### config.mk
export PLATFORM = sky130hd
export DESIGN_NAME = cct_timer
export DESIGN_NICKNAME = d
export VERILOG_FILES = /design/src/cct_pkg.sv /design/src/cct_prescaler.sv /design/src/cct_timer.sv
export VERILOG_INCLUDE_DIRS = /design/src
export SDC_FILE = /design/constraint.sdc
export NUM_CORES = 1
export LEC_CHECK = 0
export BUFFER_PORTS_ARGS = -buffer_cell sky130_fd_sc_hd__buf_2
export CORE_ASPECT_RATIO = 1.25
export CORE_UTILIZATION = 35
export DETAILED_ROUTE_END_ITERATION = 8
export HOLD_SLACK_MARGIN = 0.06
export PLACE_DENSITY_LB_ADDON = 0.12
export SLEW_MARGIN = 40
export SYNTH_ARGS = -nofsm -noshare
export SYNTH_HDL_FRONTEND = slang
export SYNTH_HIERARCHICAL = 1
export SYNTH_SLANG_ARGS = --single-unit
### constraint.sdc
create_clock -name clk_i -period 2.9 [get_ports clk_i]
set_clock_uncertainty 0.05 [all_clocks]
set_input_delay 0.435 -clock clk_i [delete_from_list [all_inputs] [get_ports clk_i]]
set_output_delay 0.435 -clock clk_i [all_outputs]
set_load 0.005 [all_outputs]
### src/cct_defs.svh
// Register indices, field positions, reset values and prescaler widths for the compare timer
`ifndef CCT_DEFS_SVH
`define CCT_DEFS_SVH
`define CCT_IDX_CTRL    16'hFFB6
`define CCT_IDX_STAT    16'hFFB7
`define CCT_IDX_CNT_H   16'hFFB8
`define CCT_IDX_CNT_L   16'hFFB9
`define CCT_IDX_CMP_H   16'hFFBA
`define CCT_IDX_CMP_L   16'hFFBB
`define CCT_IDX_AUX     16'hFFBC
`define CCT_CTRL_RST    8'h00
`define CCT_STAT_RST    8'h00
`define CCT_AUX_RST     5'h00
`define CCT_CNT_RST     8'h00
`define CCT_CMP_RST     8'hFF
`define CCT_BYTE_MAX    8'hFF
`define CCT_WIDE_MAX    16'hFFFF
`define CCT_WIDE_ZERO   16'h0000
`define CCT_BIT_OVF_H   7
`define CCT_BIT_CMF_H   6
`define CCT_BIT_OVF_L   3
`define CCT_BIT_CMF_L   2
`define CCT_BIT_OL_H    7
`define CCT_BIT_OL_L    3
`define CCT_BIT_REQ_L   3
`define CCT_BIT_REQ_H   4
`define CCT_BIT_OVIE_H  5
`define CCT_BIT_CCLR_H  4
`define CCT_BIT_OVIE_L  1
`define CCT_BIT_CCLR_L  0
`define CCT_BIT_IEN_H   2
`define CCT_BIT_IEN_L   1
`define CCT_BIT_EDGE    0
`define CCT_DIV32_BITS  5
`define CCT_DIV16_BITS  4
`define CCT_DIV4_BITS   2
`define CCT_DIV2_BITS   1
`endif

### src/cct_pkg.sv
// Packed field layouts shared by the compare timer files
package cct_pkg;
    typedef struct packed {
        logic       out_level_high;
        logic [2:0] clk_sel_high;
        logic       out_level_low;
        logic [2:0] clk_sel_low;
    } cct_ctrl_t;
    typedef struct packed {
        logic overflow_flag_high;
        logic match_flag_high;
        logic overflow_irq_en_high;
        logic clear_on_match_high;
        logic overflow_flag_low;
        logic match_flag_low;
        logic overflow_irq_en_low;
        logic clear_on_match_low;
    } cct_stat_t;
    typedef struct packed {
        logic irq_request_high;
        logic irq_request_low;
        logic irq_enable_high;
        logic irq_enable_low;
        logic event_edge_rise;
    } cct_aux_t;
endpackage

### src/cct_prescaler.sv
// Free-running divider giving one-cycle ticks at clk/32, /16, /4 and /2
`timescale 1ns/10ps
`default_nettype none
`include "cct_defs.svh"
module cct_prescaler
    import cct_pkg::*;
(
    input  wire logic       clk_i,
    input  wire logic       rst_i,
    output logic      [3:0] tick_o
);
    logic [`CCT_DIV32_BITS-1:0] div_r;

    always_ff @(posedge clk_i) begin
        if (rst_i) begin
            div_r <= '0;
        end else begin
            div_r <= div_r + 1'b1;
        end
    end

    // Index 0..3 selects /32, /16, /4, /2
    always_ff @(posedge clk_i) begin
        if (rst_i) begin
            tick_o <= 4'h0;
        end else begin
            tick_o[0] <= &div_r[`CCT_DIV32_BITS-1:0];
            tick_o[1] <= &div_r[`CCT_DIV16_BITS-1:0];
            tick_o[2] <= &div_r[`CCT_DIV4_BITS-1:0];
            tick_o[3] <= &div_r[`CCT_DIV2_BITS-1:0];
        end
    end
endmodule // cct_prescaler
`default_nettype wire

### src/cct_timer.sv
// Cascadable 16-bit / dual 8-bit compare timer with Wishbone register access
// Summary of operation
// RL1: High select top bit 0 cascades halves; high byte advances on low overflow.
// RL2: High select top bit 1 runs halves independently on their own clock selects.
// RL3: Each half picks clk/32,/16,/4,/2; low half may count event pin edges.
// RL4: Reset clears both counter bytes.
// RL5: Reset sets both compare bytes to all ones.
// RL6: Wide counter wrap from all ones to zero sets high overflow flag.
// RL7: Overflow sets request bit only if enabled; CPU request needs its enable too.
// RL8: Split mode: each half wrapping sets its own overflow flag.
// RL9: Wide match sets high match flag and high request; CPU request if enabled.
// RL10: Split mode: each half match sets own match flag and request.
// RL11: Wide mode clears whole counter on match when high clear bit set.
// RL12: Split mode clears each half on own match when its clear bit set.
// RL13: Wide match inverts high toggle output; software may force its level.
// RL14: Split match inverts that half's toggle output; each level settable.
// RL15: Wide mode routes counter and compare access through a temporary byte.
// RL16: Control: bit7 high level, 6-4 high select, bit3 low level, 2-0 low select.
// RL17: Upper register is most significant byte; both bytes readable and writable.
// RL18: High select 0xx cascades; 100..111 select clk/32,/16,/4,/2.
// RL19: Low select 0xx counts event edges; 100..111 select the same prescaled clocks.
// RL20: Flags clear by reading 1 then writing 0; written ones are ignored.
// RL21: Writing an output level drives that toggle pin right after the write.
// RL22: Upper byte first: read latches low byte; low write updates both bytes.
//
// The Wishbone slave port was chosen for this implementation.
`timescale 1ns/10ps
`default_nettype none
`include "cct_defs.svh"
module cct_timer
    import cct_pkg::*;
#(
    parameter int ADR_W = 18
)(
    input  wire logic             clk_i,
    input  wire logic             rst_i,
    input  wire logic             wb_cyc_i,
    input  wire logic             wb_stb_i,
    input  wire logic             wb_we_i,
    input  wire logic [ADR_W-1:0] wb_adr_i,
    input  wire logic [3:0]       wb_sel_i,
    input  wire logic [31:0]      wb_dat_i,
    output logic      [31:0]      wb_dat_o,
    output logic                  wb_ack_o,
    input  wire logic             event_input_pin_i,
    output logic                  toggle_out_high_pin_o,
    output logic                  toggle_out_low_pin_o,
    output logic                  cpu_irq_high_o,
    output logic                  cpu_irq_low_o
);
    cct_ctrl_t  ctrl_r;
    cct_stat_t  stat_r;
    cct_aux_t   aux_r;
    logic [7:0] cnt_h_r, cnt_l_r, cmp_h_r, cmp_l_r, temp_r;
    logic [3:0] seen_r;
    logic [1:0] req_seen_r;
    logic       ev_prev_r;
    logic [3:0] tick;
    logic [7:0] wdat, rdata;
    logic       req, rd_take, wr_en, wr_byte;
    logic       mode16, ev_edge, tick_l, tick_h8;
    logic [15:0] cnt16, cmp16;
    logic       m16, clr16, ov16, m_h8, m_l8, ov_h8, ov_l8;
    logic       ovf_h_ev, ovf_l_ev, cmf_h_ev, cmf_l_ev;
    logic       wr_ctrl, wr_stat, wr_aux, wr_cnt_h, wr_cnt_l, wr_cmp_h, wr_cmp_l;

    function automatic logic reg_is(input logic [ADR_W-1:0] adr, input logic [15:0] idx);
        return adr[ADR_W-1:2] == idx[ADR_W-3:0];
    endfunction

    // Hardware set wins over a software clear in the same cycle
    function automatic logic flag_nxt(input logic cur, input logic set_ev, input logic wr,
                                      input logic seen, input logic wbit);
        return set_ev | (cur & ~(wr & seen & ~wbit));
    endfunction

    cct_prescaler u_presc (
        .clk_i  (clk_i),
        .rst_i  (rst_i),
        .tick_o (tick)
    );

    // Bus strobes: read effects at request take, write effects on the ack edge
    assign req      = wb_cyc_i & wb_stb_i;
    assign rd_take  = req & ~wb_we_i & ~wb_ack_o;
    assign wr_en    = req & wb_we_i & wb_ack_o;
    assign wr_byte  = wr_en & wb_sel_i[0];
    assign wdat     = wb_dat_i[7:0];
    assign wr_ctrl  = wr_byte & reg_is(wb_adr_i, `CCT_IDX_CTRL);
    assign wr_stat  = wr_byte & reg_is(wb_adr_i, `CCT_IDX_STAT);
    assign wr_aux   = wr_byte & reg_is(wb_adr_i, `CCT_IDX_AUX);
    assign wr_cnt_h = wr_byte & reg_is(wb_adr_i, `CCT_IDX_CNT_H);
    assign wr_cnt_l = wr_byte & reg_is(wb_adr_i, `CCT_IDX_CNT_L);
    assign wr_cmp_h = wr_byte & reg_is(wb_adr_i, `CCT_IDX_CMP_H);
    assign wr_cmp_l = wr_byte & reg_is(wb_adr_i, `CCT_IDX_CMP_L);

    // Clock source selection
    assign mode16  = ~ctrl_r.clk_sel_high[2];                                     // RL1 RL2
    assign ev_edge = aux_r.event_edge_rise ? (event_input_pin_i & ~ev_prev_r)
                                           : (~event_input_pin_i & ev_prev_r);
    assign tick_l  = ctrl_r.clk_sel_low[2] ? tick[ctrl_r.clk_sel_low[1:0]] : ev_edge;   // RL3 RL19
    assign tick_h8 = ~mode16 & tick[ctrl_r.clk_sel_high[1:0]];                   // RL3 RL18

    // Match and overflow events
    assign cnt16 = {cnt_h_r, cnt_l_r};                                           // RL17
    assign cmp16 = {cmp_h_r, cmp_l_r};
    assign m16   = mode16 & tick_l & (cnt16 == cmp16);                           // RL9
    assign clr16 = m16 & stat_r.clear_on_match_high;                             // RL11
    assign ov16  = mode16 & tick_l & (cnt16 == `CCT_WIDE_MAX) & ~clr16;          // RL6
    assign m_h8  = tick_h8 & (cnt_h_r == cmp_h_r);                               // RL10
    assign m_l8  = ~mode16 & tick_l & (cnt_l_r == cmp_l_r);                      // RL10
    assign ov_h8 = tick_h8 & (cnt_h_r == `CCT_BYTE_MAX) & ~(m_h8 & stat_r.clear_on_match_high);   // RL8
    assign ov_l8 = ~mode16 & tick_l & (cnt_l_r == `CCT_BYTE_MAX)
                 & ~(m_l8 & stat_r.clear_on_match_low);                          // RL8
    assign ovf_h_ev = ov16 | ov_h8;
    assign ovf_l_ev = ov_l8;
    assign cmf_h_ev = m16 | m_h8;
    assign cmf_l_ev = m_l8;

    always_ff @(posedge clk_i) begin
        if (rst_i) begin
            ev_prev_r <= 1'b0;
        end else begin
            ev_prev_r <= event_input_pin_i;
        end
    end

    // Control register, write only
    always_ff @(posedge clk_i) begin
        if (rst_i) begin
            ctrl_r <= `CCT_CTRL_RST;                                             // RL16
        end else if (wr_ctrl) begin
            ctrl_r <= cct_ctrl_t'(wdat);                                         // RL16
        end
    end

    // Counter bytes
    always_ff @(posedge clk_i) begin
        if (rst_i) begin
            cnt_h_r <= `CCT_CNT_RST;                                             // RL4
            cnt_l_r <= `CCT_CNT_RST;                                             // RL4
        end else if (mode16) begin
            if (wr_cnt_l) begin
                {cnt_h_r, cnt_l_r} <= {temp_r, wdat};                            // RL15 RL22
            end else if (tick_l) begin
                {cnt_h_r, cnt_l_r} <= clr16 ? `CCT_WIDE_ZERO : cnt16 + 16'h0001;  // RL1 RL11
            end
        end else begin
            if (wr_cnt_h) begin
                cnt_h_r <= wdat;                                                 // RL17
            end else if (tick_h8) begin
                cnt_h_r <= (m_h8 & stat_r.clear_on_match_high) ? `CCT_CNT_RST : cnt_h_r + 8'h01;   // RL2 RL12
            end
            if (wr_cnt_l) begin
                cnt_l_r <= wdat;                                                 // RL17
            end else if (tick_l) begin
                cnt_l_r <= (m_l8 & stat_r.clear_on_match_low) ? `CCT_CNT_RST : cnt_l_r + 8'h01;    // RL2 RL12
            end
        end
    end

    // Compare bytes
    always_ff @(posedge clk_i) begin
        if (rst_i) begin
            cmp_h_r <= `CCT_CMP_RST;                                             // RL5
            cmp_l_r <= `CCT_CMP_RST;                                             // RL5
        end else if (mode16) begin
            if (wr_cmp_l) begin
                {cmp_h_r, cmp_l_r} <= {temp_r, wdat};                            // RL15 RL22
            end
        end else begin
            if (wr_cmp_h) begin
                cmp_h_r <= wdat;
            end
            if (wr_cmp_l) begin
                cmp_l_r <= wdat;
            end
        end
    end

    // Temporary byte for coherent wide access
    always_ff @(posedge clk_i) begin
        if (rst_i) begin
            temp_r <= 8'h00;
        end else if (mode16) begin
            if (wr_cnt_h | wr_cmp_h) begin
                temp_r <= wdat;                                                  // RL22
            end else if (rd_take & reg_is(wb_adr_i, `CCT_IDX_CNT_H)) begin
                temp_r <= cnt_l_r;                                               // RL15 RL22
            end else if (rd_take & reg_is(wb_adr_i, `CCT_IDX_CMP_H)) begin
                temp_r <= cmp_l_r;                                               // RL15 RL22
            end
        end
    end

    // Flags seen as one by a read, armed for a zero-write clear
    always_ff @(posedge clk_i) begin
        if (rst_i) begin
            seen_r     <= 4'h0;
            req_seen_r <= 2'h0;
        end else begin
            if (rd_take & reg_is(wb_adr_i, `CCT_IDX_STAT)) begin
                seen_r <= {stat_r.overflow_flag_high, stat_r.match_flag_high,
                           stat_r.overflow_flag_low, stat_r.match_flag_low};
            end else if (wr_stat) begin
                seen_r <= 4'h0;
            end
            if (rd_take & reg_is(wb_adr_i, `CCT_IDX_AUX)) begin
                req_seen_r <= {aux_r.irq_request_high, aux_r.irq_request_low};
            end else if (wr_aux) begin
                req_seen_r <= 2'h0;
            end
        end
    end

    // Control/status: flags set by hardware, enables written directly
    always_ff @(posedge clk_i) begin
        if (rst_i) begin
            stat_r <= `CCT_STAT_RST;
        end else begin
            stat_r.overflow_flag_high <= flag_nxt(stat_r.overflow_flag_high, ovf_h_ev, wr_stat,
                                                  seen_r[3], wdat[`CCT_BIT_OVF_H]);      // RL6 RL20
            stat_r.match_flag_high    <= flag_nxt(stat_r.match_flag_high, cmf_h_ev, wr_stat,
                                                  seen_r[2], wdat[`CCT_BIT_CMF_H]);      // RL9 RL20
            stat_r.overflow_flag_low  <= flag_nxt(stat_r.overflow_flag_low, ovf_l_ev, wr_stat,
                                                  seen_r[1], wdat[`CCT_BIT_OVF_L]);      // RL8 RL20
            stat_r.match_flag_low     <= flag_nxt(stat_r.match_flag_low, cmf_l_ev, wr_stat,
                                                  seen_r[0], wdat[`CCT_BIT_CMF_L]);      // RL10 RL20
            if (wr_stat) begin
                stat_r.overflow_irq_en_high <= wdat[`CCT_BIT_OVIE_H];
                stat_r.clear_on_match_high  <= wdat[`CCT_BIT_CCLR_H];
                stat_r.overflow_irq_en_low  <= wdat[`CCT_BIT_OVIE_L];
                stat_r.clear_on_match_low   <= wdat[`CCT_BIT_CCLR_L];
            end
        end
    end

    // Interrupt request and enable bits, edge polarity
    always_ff @(posedge clk_i) begin
        if (rst_i) begin
            aux_r <= `CCT_AUX_RST;
        end else begin
            aux_r.irq_request_high <= flag_nxt(aux_r.irq_request_high,
                                               (ovf_h_ev & stat_r.overflow_irq_en_high) | cmf_h_ev,
                                               wr_aux, req_seen_r[1], wdat[`CCT_BIT_REQ_H]);   // RL7 RL9
            aux_r.irq_request_low  <= flag_nxt(aux_r.irq_request_low,
                                               (ovf_l_ev & stat_r.overflow_irq_en_low) | cmf_l_ev,
                                               wr_aux, req_seen_r[0], wdat[`CCT_BIT_REQ_L]);   // RL7 RL10
            if (wr_aux) begin
                aux_r.irq_enable_high <= wdat[`CCT_BIT_IEN_H];
                aux_r.irq_enable_low  <= wdat[`CCT_BIT_IEN_L];
                aux_r.event_edge_rise <= wdat[`CCT_BIT_EDGE];
            end
        end
    end

    always_ff @(posedge clk_i) begin
        if (rst_i) begin
            cpu_irq_high_o <= 1'b0;
            cpu_irq_low_o  <= 1'b0;
        end else begin
            cpu_irq_high_o <= aux_r.irq_request_high & aux_r.irq_enable_high;    // RL7
            cpu_irq_low_o  <= aux_r.irq_request_low & aux_r.irq_enable_low;      // RL7
        end
    end

    // Toggle pins: a control write forces the level, else a match inverts
    always_ff @(posedge clk_i) begin
        if (rst_i) begin
            toggle_out_high_pin_o <= 1'b0;
            toggle_out_low_pin_o  <= 1'b0;
        end else if (wr_ctrl) begin
            toggle_out_high_pin_o <= wdat[`CCT_BIT_OL_H];                        // RL13 RL21
            toggle_out_low_pin_o  <= wdat[`CCT_BIT_OL_L];                        // RL14 RL21
        end else begin
            if (cmf_h_ev) begin
                toggle_out_high_pin_o <= ~toggle_out_high_pin_o;                 // RL13 RL14
            end
            if (cmf_l_ev) begin
                toggle_out_low_pin_o <= ~toggle_out_low_pin_o;                   // RL14
            end
        end
    end

    // Read mux; low bytes come from the temporary byte in wide mode
    always_comb begin
        rdata = 8'h00;
        if (reg_is(wb_adr_i, `CCT_IDX_STAT)) begin
            rdata = stat_r;
        end else if (reg_is(wb_adr_i, `CCT_IDX_AUX)) begin
            rdata = {3'h0, aux_r};
        end else if (reg_is(wb_adr_i, `CCT_IDX_CNT_H)) begin
            rdata = cnt_h_r;
        end else if (reg_is(wb_adr_i, `CCT_IDX_CMP_H)) begin
            rdata = cmp_h_r;
        end else if (reg_is(wb_adr_i, `CCT_IDX_CNT_L)) begin
            rdata = mode16 ? temp_r : cnt_l_r;                                   // RL15
        end else if (reg_is(wb_adr_i, `CCT_IDX_CMP_L)) begin
            rdata = mode16 ? temp_r : cmp_l_r;                                   // RL15
        end
    end

    always_ff @(posedge clk_i) begin
        if (rst_i) begin
            wb_ack_o <= 1'b0;
            wb_dat_o <= 32'h0000_0000;
        end else begin
            wb_ack_o <= req & ~wb_ack_o;
            if (rd_take) begin
                wb_dat_o <= {24'h00_0000, rdata};
            end
        end
    end
endmodule // cct_timer
`default_nettype wire

==> summary.md, run 1 <==
| Metric | Value |
|---|---|
| Pre-antenna DRT Iters | 7 |
| Setup TNS | 0 ns |
| P&R area growth vs syn | 13.1% |
| Clock Latency Late Sink | between 0.3 and 0.4 ns |
| Run status | finished, violations left |
| Largest family of logic cells by synthesized area | simple AND/OR/NAND/NOR gates |
| Hold slack | 0.293 ns |
| Root Buffer | clkbuf_16 |
| Critical path, cell by cell | xor2_1 > nor4_1 > nand3_1 > o211ai_2 > o21ai_1 > a21oi_1 > o32ai_1 |
| Max FO, Critical Path | 6 |
| Hold-fix buffers at CTS | 0 |
| Routed wire per std cell | 19.6 um |
| Post-synthesis mux area share | 7.79% |
| Register area share after synthesis | 33.5% |
| Initial Utilization | 36.2% |
| Failing checks | design-rule violations |
| Worst path top cell family by delay | compound AO/OA/AOI/OAI gates |
| Most frequent cells in the layout | 88 x dfxtp_1, 82 x nor2_1, 52 x a21oi_1, 49 x nand2_1, 43 x buf_2 |
| Number of library cell types mapped by synthesis | 71 |
| Register Area | 0.00176 mm^2 |
| Placer Congestion | 0.943 |
| Most common cell after layout, fill and taps aside | dfxtp_1 |
| Core Util, Final | 40.9% |
| Number of port buffers | 43 |
| Drt total wl | 17,000 um |
| Post-synth EDFFs | 0 |
| 1st-iter DRT viols | 452 |
| Worst path bufs/invs | 0 |
| RSZ-0062 raised after global routing | no |
| Rel. slew slack | 47.3% |
| Residual DRC | 13 |
| Switch Pwr | 0.644 mW |
| Multi-input combinational cell area | 0.00316 mm^2 |
| Avg Synthesized Cell Area | 8.13 um^2 |
| Startpoint types | flop |
| Global Route met2 Usage | 39.0% |
| Clk pwr share | ~48% |
| Synth Instances | ~650 |
| Met3 Usage GRT | 2.49% |
| Overflow after GRT | 0 |
| Setup CP Type | reg -> reg |
| Ys Warns | 6 |
| Gate power share | 6.6% |
| Max stage delay cell, worst path | nor4_1 |
| Std-Cell Rows | just under 50 |
| Core box area | 0.0145 mm^2 |
| CTS tree | built |
| Clock sink count | 88 |
| Clock slew at reported path FFs | ~0.07 ns |
| Seq pwr share | 45.8% |
| Most used routing layer | met2 |
| Period utilization | ~85% |
| Setup-failing EPs final | 0 |
| Vias post-DR | 4,887 |
| H-tree lvl count | 3 |
| Gr usage total | between 20% and 30% |
| FFs w/ async S/R, synth | 0% |
| Die span in x | 112 um |
| Mapped Area | 0.00525 mm^2 |
| FMAX | 405 MHz |
| Max VDD drop | 0.000315 V |
| Worst path arrival time | 2.62 ns |
| Max_cap viols | 0 |
| Fin nets | 749 |
| Full die area | 0.0155 mm^2 |
| # resized after CTS | 0 |
| Antenna violations before repair | 0 |
| Synth Area in XOR/XNOR | 4.33% |
| Clk buf depth | 2 |
| Inserted Diodes | 0 |
| Hold Crit Class | in -> reg |
| Number of hold violations in the final report | 0 |
| #FFs+latches synth | between 80 and 90 |
| DIE HEIGHT | 139 um |
| Pwr per Cell Area | approximately 450 mW/mm^2 |
| Fillcell total | 1,498 |
| Largest net degree at the start of global routing | 46 |
| Critical Path RT | 3.05 ns |
| Internal | 2.04 mW |
| Top Ports | 97 |
| Synth Area in Compound Gates | a little over a fifth |
| Vias/cell | 5.64 |
| Simple-gate share of the synthesized area | 24.0% |
| Layout cells sized above 1 | 16.0% |
| Crit path largest cell delay | around 0.48 ns |
| Crit. End Element | flop |
| Total CTS buffers | 9 |
| DP HPWL | 12,600 um |
| Tmin final | 2.47 ns |
| Adder-Cell Fraction of Synth Area | 0.953% |
| Least-Margin Pin Slew | 0.791 ns |
| Ys flop type | dfxtp_1 |
| Vias in the first global route | 4,499 |
| Leakage | about 2.3 nW |
| Detail Route Antenna Nets | 0 |
| Grt met1 use | 26.9% |
| First-pass GRT wire length | about 26,000 um |
| Post-CTS setup buffers | 0 |
| Slew Limit Fails | 0 |
| Sw Share | 24.0% |
metal layers:
| layer | share of wire [%] | vias up | wire length, um |
|---|---|---|---|
| li1 | - | 2368 | - |
| met1 | 43 | 2325 | 7260 |
| met5 | 0 | - | 0 |
| met4 | 2.6 | 0 | 444 |
| met3 | 4.2 | 32 | 713 |
| met2 | 50 | 162 | 8550 |
logic make-up after synthesis:
| group | after synthesis |
|---|---|
| simple gates | 242 |
| other cells | 1 |
| buf+inv | 78 |
| mux | 39 |
| compound gates | 168 |
| xor+xnor | 26 |
| fa+ha+maj | 4 |
| flops | 88 |
registers in the layout, indices dropped and copies added (netlist names):
name	count
ev_prev_r	1
cpu_irq_low_o	1
cnt_h_r	8
cmp_l_r	8
aux_r	5
temp_r	8
req_seen_r	2
toggle_out_high_pin_o	1
wb_ack_o	1
u_presc/tick_o	4
cnt_l_r	8
u_presc/div_r	5
ctrl_r	6
seen_r	4
toggle_out_low_pin_o	1
stat_r	8
cmp_h_r	8
wb_dat_o	8
cpu_irq_high_o	1
path summary, 6_finish.rpt:
kind / start / endpoint / slack [ns] / cells past startpoint
hold / removal: event_input_pin_i / ev_prev_r / 0.29 / 2
hold reg to reg: aux_r[1] / cpu_irq_low_o / 0.41 / 2
setup reg to reg: cnt_h_r[6] / cnt_h_r[2] / 0.43 / 7
setup / recovery: cnt_h_r[6] / cnt_h_r[2] / 0.43 / 7
metrics by stage:
stage | power (mW) | std cells | worst slack, ns | cell area [um^2]
2_1_floorplan | 1.37 | 669 | 0.737 | 5340
3_3_place_gp | 1.43 | 852 | 0.427 | 5630
3_5_place_dp | 1.43 | 852 | 0.451 | 5630
4_1_cts | 2.70 | 867 | 0.464 | 5940
5_1_grt | 2.76 | 867 | 0.251 | 5940
6_report | 2.68 | 867 | 0.431 | 5940
cell type report:
type                       instances  share of cell area [%]
clock inverter                     6                    1.54
clock buffer                       9                    3.79
tap                              178                    3.75
timing repair buffer              68                    7.20
inverter                          15                   0.947
sequential                        88                    29.6
multi-input combinational        503                    53.1
power by group through the flow:
stage	registers [mW]	logic, mW	clock network (mW)
after global routing	1.23	0.192	1.34
final	1.23	0.178	1.27
after floorplan	1.26	0.117	0
after global placement	1.26	0.176	0
after CTS	1.23	0.177	1.29
after detailed placement	1.26	0.176	0
synth_stat cells, drive strengths merged (4+ instances only):
library cell   n  area (um^2)
a21oi         53          269
buf           41          285
xor2          21          184
nor2b         14         87.6
nand4         11         75.1
ha             4         50.1
and3           7         45.1
nand2         50          190
nor4           9          108
a211oi        14          105
a211o         16          140
o32ai          4         35.0
nand2b         7         51.3
a31oi          5         31.3
o21ai         35          179
xnor2          5         43.8
mux2i         36          360
a22o           5         43.8
nor3          11         55.1
nor2          83          314
dfxtp         88         1760
inv           15         56.3
nand3         28          145
or3            4         25.0
clkbuf        22         83.8
a22oi         11         82.6
or2            4         27.5
No activity file was read; power rests on OpenSTA's default activity.
==> inputs of run 2 (changes only) <==
ABC_AREA = 1   (was default)
CORE_ASPECT_RATIO = default   (was 1.25)
CTS_CLUSTER_SIZE = 25   (was default)
==> run 2 against run 1 <==
  * The run now ends clean
  * Worst setup slack better by 0.16 ns
  * Via count up 20%
  * Critical path type unchanged
  * Final area up 9.9%
  * Largest power group is now registers
  * Clock power down 5%
  * Combinational power up 5%
  * Wire length up 16%
  * Critical path depth up 4
  * Sequential power about the same
  * Largest cell class unchanged
  * Sequential share of layout area down 2.7 points
  * Sequential cell count unchanged
==> summary.md, run 2 <==
| Metric | Value |
|---|---|
| Total CTS buffers | 9 |
| Startpoint types | flop |
| P&R area growth vs syn | 11.0% |
| Max stage delay cell, worst path | dfxtp_1 |
| Clock Latency Late Sink | 0.36 ns |
| # resized after CTS | 0 |
| Antenna violations before repair | 0 |
| Leakage | 3.06 nW |
| Post-synth EDFFs | 0 |
| Critical Path RT | ~3.2 ns |
| Fin nets | approximately 1,000 |
| Number of library cell types mapped by synthesis | 46 |
| Register area share after synthesis | 30.0% |
| Ys flop type | dfxtp_1 |
| Die span in x | 132 um |
| Core Util, Final | 39.7% |
| Synth area leader | dfxtp_1 |
| Commonest cells post-synth | 215 x nand2_1, 107 x inv_1, 98 x nor2_1 |
| Final worst slack | between 0.5 and 0.6 ns |
| H-tree lvl count | 3 |
| Setup TNS | 0 ns |
| Std-Cell Rows | between 40 and 50 |
| Least-Margin Pin Slew | 0.667 ns |
| Initial Utilization | 35.7% |
| Inserted Diodes | 0 |
| Root Buffer | clkbuf_16 |
| Pwr per Cell Area | 403 mW/mm^2 |
| Vias in the first global route | around 5,500 |
| Max_cap viols | 0 |
| Clock sink count | 88 |
| Gr usage total | 23.7% |
| Leading post-synthesis cells by cell area | dfxtp_1 30%, nand2_1 14%, inv_1 6.8% |
| Vias/cell | 5.02 |
| Critical path, cell by cell | ha_1 > nand2_1 > nor2_2 > nand3_1 > nor2_1 > nand2_1 > nor3_1 > nand2_1 > nand2_1 > nand3_1 > a21oi_1 |
| Number of hold violations in the final report | 0 |
| Sw Share | between 20 and 30% |
| Post-CTS setup buffers | 0 |
| Max FO, Critical Path | 6 |
| Clk pwr share | 45.8% |
| Top Ports | 97 |
| FMAX | between 400 and 500 MHz |
| Placer Congestion | 0.896 |
| Clk buf depth | 2 |
| Layout cells sized above 1 | 14.6% |
| Seq pwr share | 47.1% |
| Most frequent CP cell | nand2_1 |
| Gate power share | ~7.1% |
| Number of port buffers | 43 |
| Internal | 1.89 mW |
| Tmin final | 2.31 ns |
| Most common cell after layout, fill and taps aside | nand2_1 |
| Crit. End Element | flop |
| DIE HEIGHT | ~130 um |
| Detail Route Antenna Nets | 0 |
| Overflow after GRT | 0 |
| Ys Warns | 6 |
| Hold slack | roughly 0.27 ns |
| Slew Limit Fails | 0 |
| Setup-failing EPs final | 0 |
| Residual DRC | 0 |
| Most frequent cells in the layout | 215 x nand2_1, 107 x inv_1, 98 x nor2_1, 88 x dfxtp_1, 75 x a21oi_1 |
| Max VDD drop | 0.000297 V |
| Period utilization | 79.7% |
| Synth Instances | just over 900 |
| Hold-fix buffers at CTS | 0 |
| DP HPWL | 15,200 um |
| RSZ-0062 raised after global routing | no |
| Most numerous cell in the Yosys netlist | nand2_1 |
| Setup CP Type | reg -> reg |
| Full die area | around 0.017 mm^2 |
| Routed wire per std cell | around 17 um |
| Mapped Area | 0.00588 mm^2 |
| Core box area | 0.0165 mm^2 |
| First-pass GRT wire length | 31,200 um |
| 1st-iter DRT viols | 506 |
| CTS tree | built |
| Run status | finished, final reports clean |
| Switch Pwr | 0.744 mW |
| Synth top area share | 30.0% |
| Worst path arrival time | 2.56 ns |
| Largest net degree at the start of global routing | 47 |
| Crit path largest cell delay | 0.50 ns |
| Setup WS pre-CTS | 0.535 ns |
| Drt total wl | 19,700 um |
| FFs w/ async S/R, synth | 0% |
| Hold Crit Class | in -> reg |
| Avg Synthesized Cell Area | between 6 and 7 um^2 |
| #FFs+latches synth | between 80 and 90 |
| Clock slew at reported path FFs | 0.08 ns |
| Pre-antenna DRT Iters | 4 |
| Rel. slew slack | 55.2% |
| Vias post-DR | 5,854 |
==> run 2: power by group through the flow <==
stage	Clock [mW]	Combinational (mW)	Sequential, mW
after global placement	0	0.187	1.27
after CTS	1.23	0.187	1.24
after floorplan	0	0.138	1.26
final	1.21	0.187	1.24
after global routing	1.27	0.209	1.24
after detailed placement	0	0.187	1.27
==> run 2: cells by family (layout without fill, tap and decap cells) <==
logic type,count (synthesis),after routing,synth area share (%)
buffers and inverters,175,193,13.2
other,1,24,0.0638
flip-flops,88,88,30.0
AO/OA/AOI/OAI,179,179,17.3
adder cells (fa/ha/maj),4,4,0.851
XOR/XNOR,21,21,3.13
AND/OR/NAND/NOR,438,438,35.5
==> run 2: layout make-up <==
class                   count  area (um^2)
well taps                 220          275
clock buffers               9          225
flip-flops and latches     88         1760
multi-input cells         666         3430
inverters                 122          458
fillers                  1879         9940
clock inverters             7         72.6
repair buffers             55          305
==> run 2: worst max-delay path, delay by kind of cell, from the launching register on <==
kind                       cells  cell delay (ns)
and+or+nand+nor                9             1.29
AOI/OAI and AO/OA              1             0.13
adders and majority gates      1             0.27
DFF                            1             0.50
==> run 2: per-stage QoR <==
step	total power, mW	area [um^2]	instances
after floorplan	1.40	5970	929
after global placement	1.45	6230	1151
after detailed placement	1.45	6230	1151
after CTS	2.65	6530	1167
after global routing	2.72	6530	1167
final	2.63	6530	1167
==> run 2: worst paths after layout <==
path	start	endpoint	slack, ns	cells past startpoint
min reg2reg	wb_dat_o[2]	wb_dat_o[2]	0.42	2
max reg2reg	cnt_l_r[1]	aux_r[4]	0.59	11
max	cnt_l_r[1]	aux_r[4]	0.59	11
min	event_input_pin_i	ev_prev_r	0.27	3
==> run 2: layer usage <==
metal / global-route usage [%] / part of all wire (%)
met5: 0 / 0
met4: 9.30 / 2.5
met3: 2.08 / 4.4
met2: 38.2 / 45
met1: 32.5 / 48
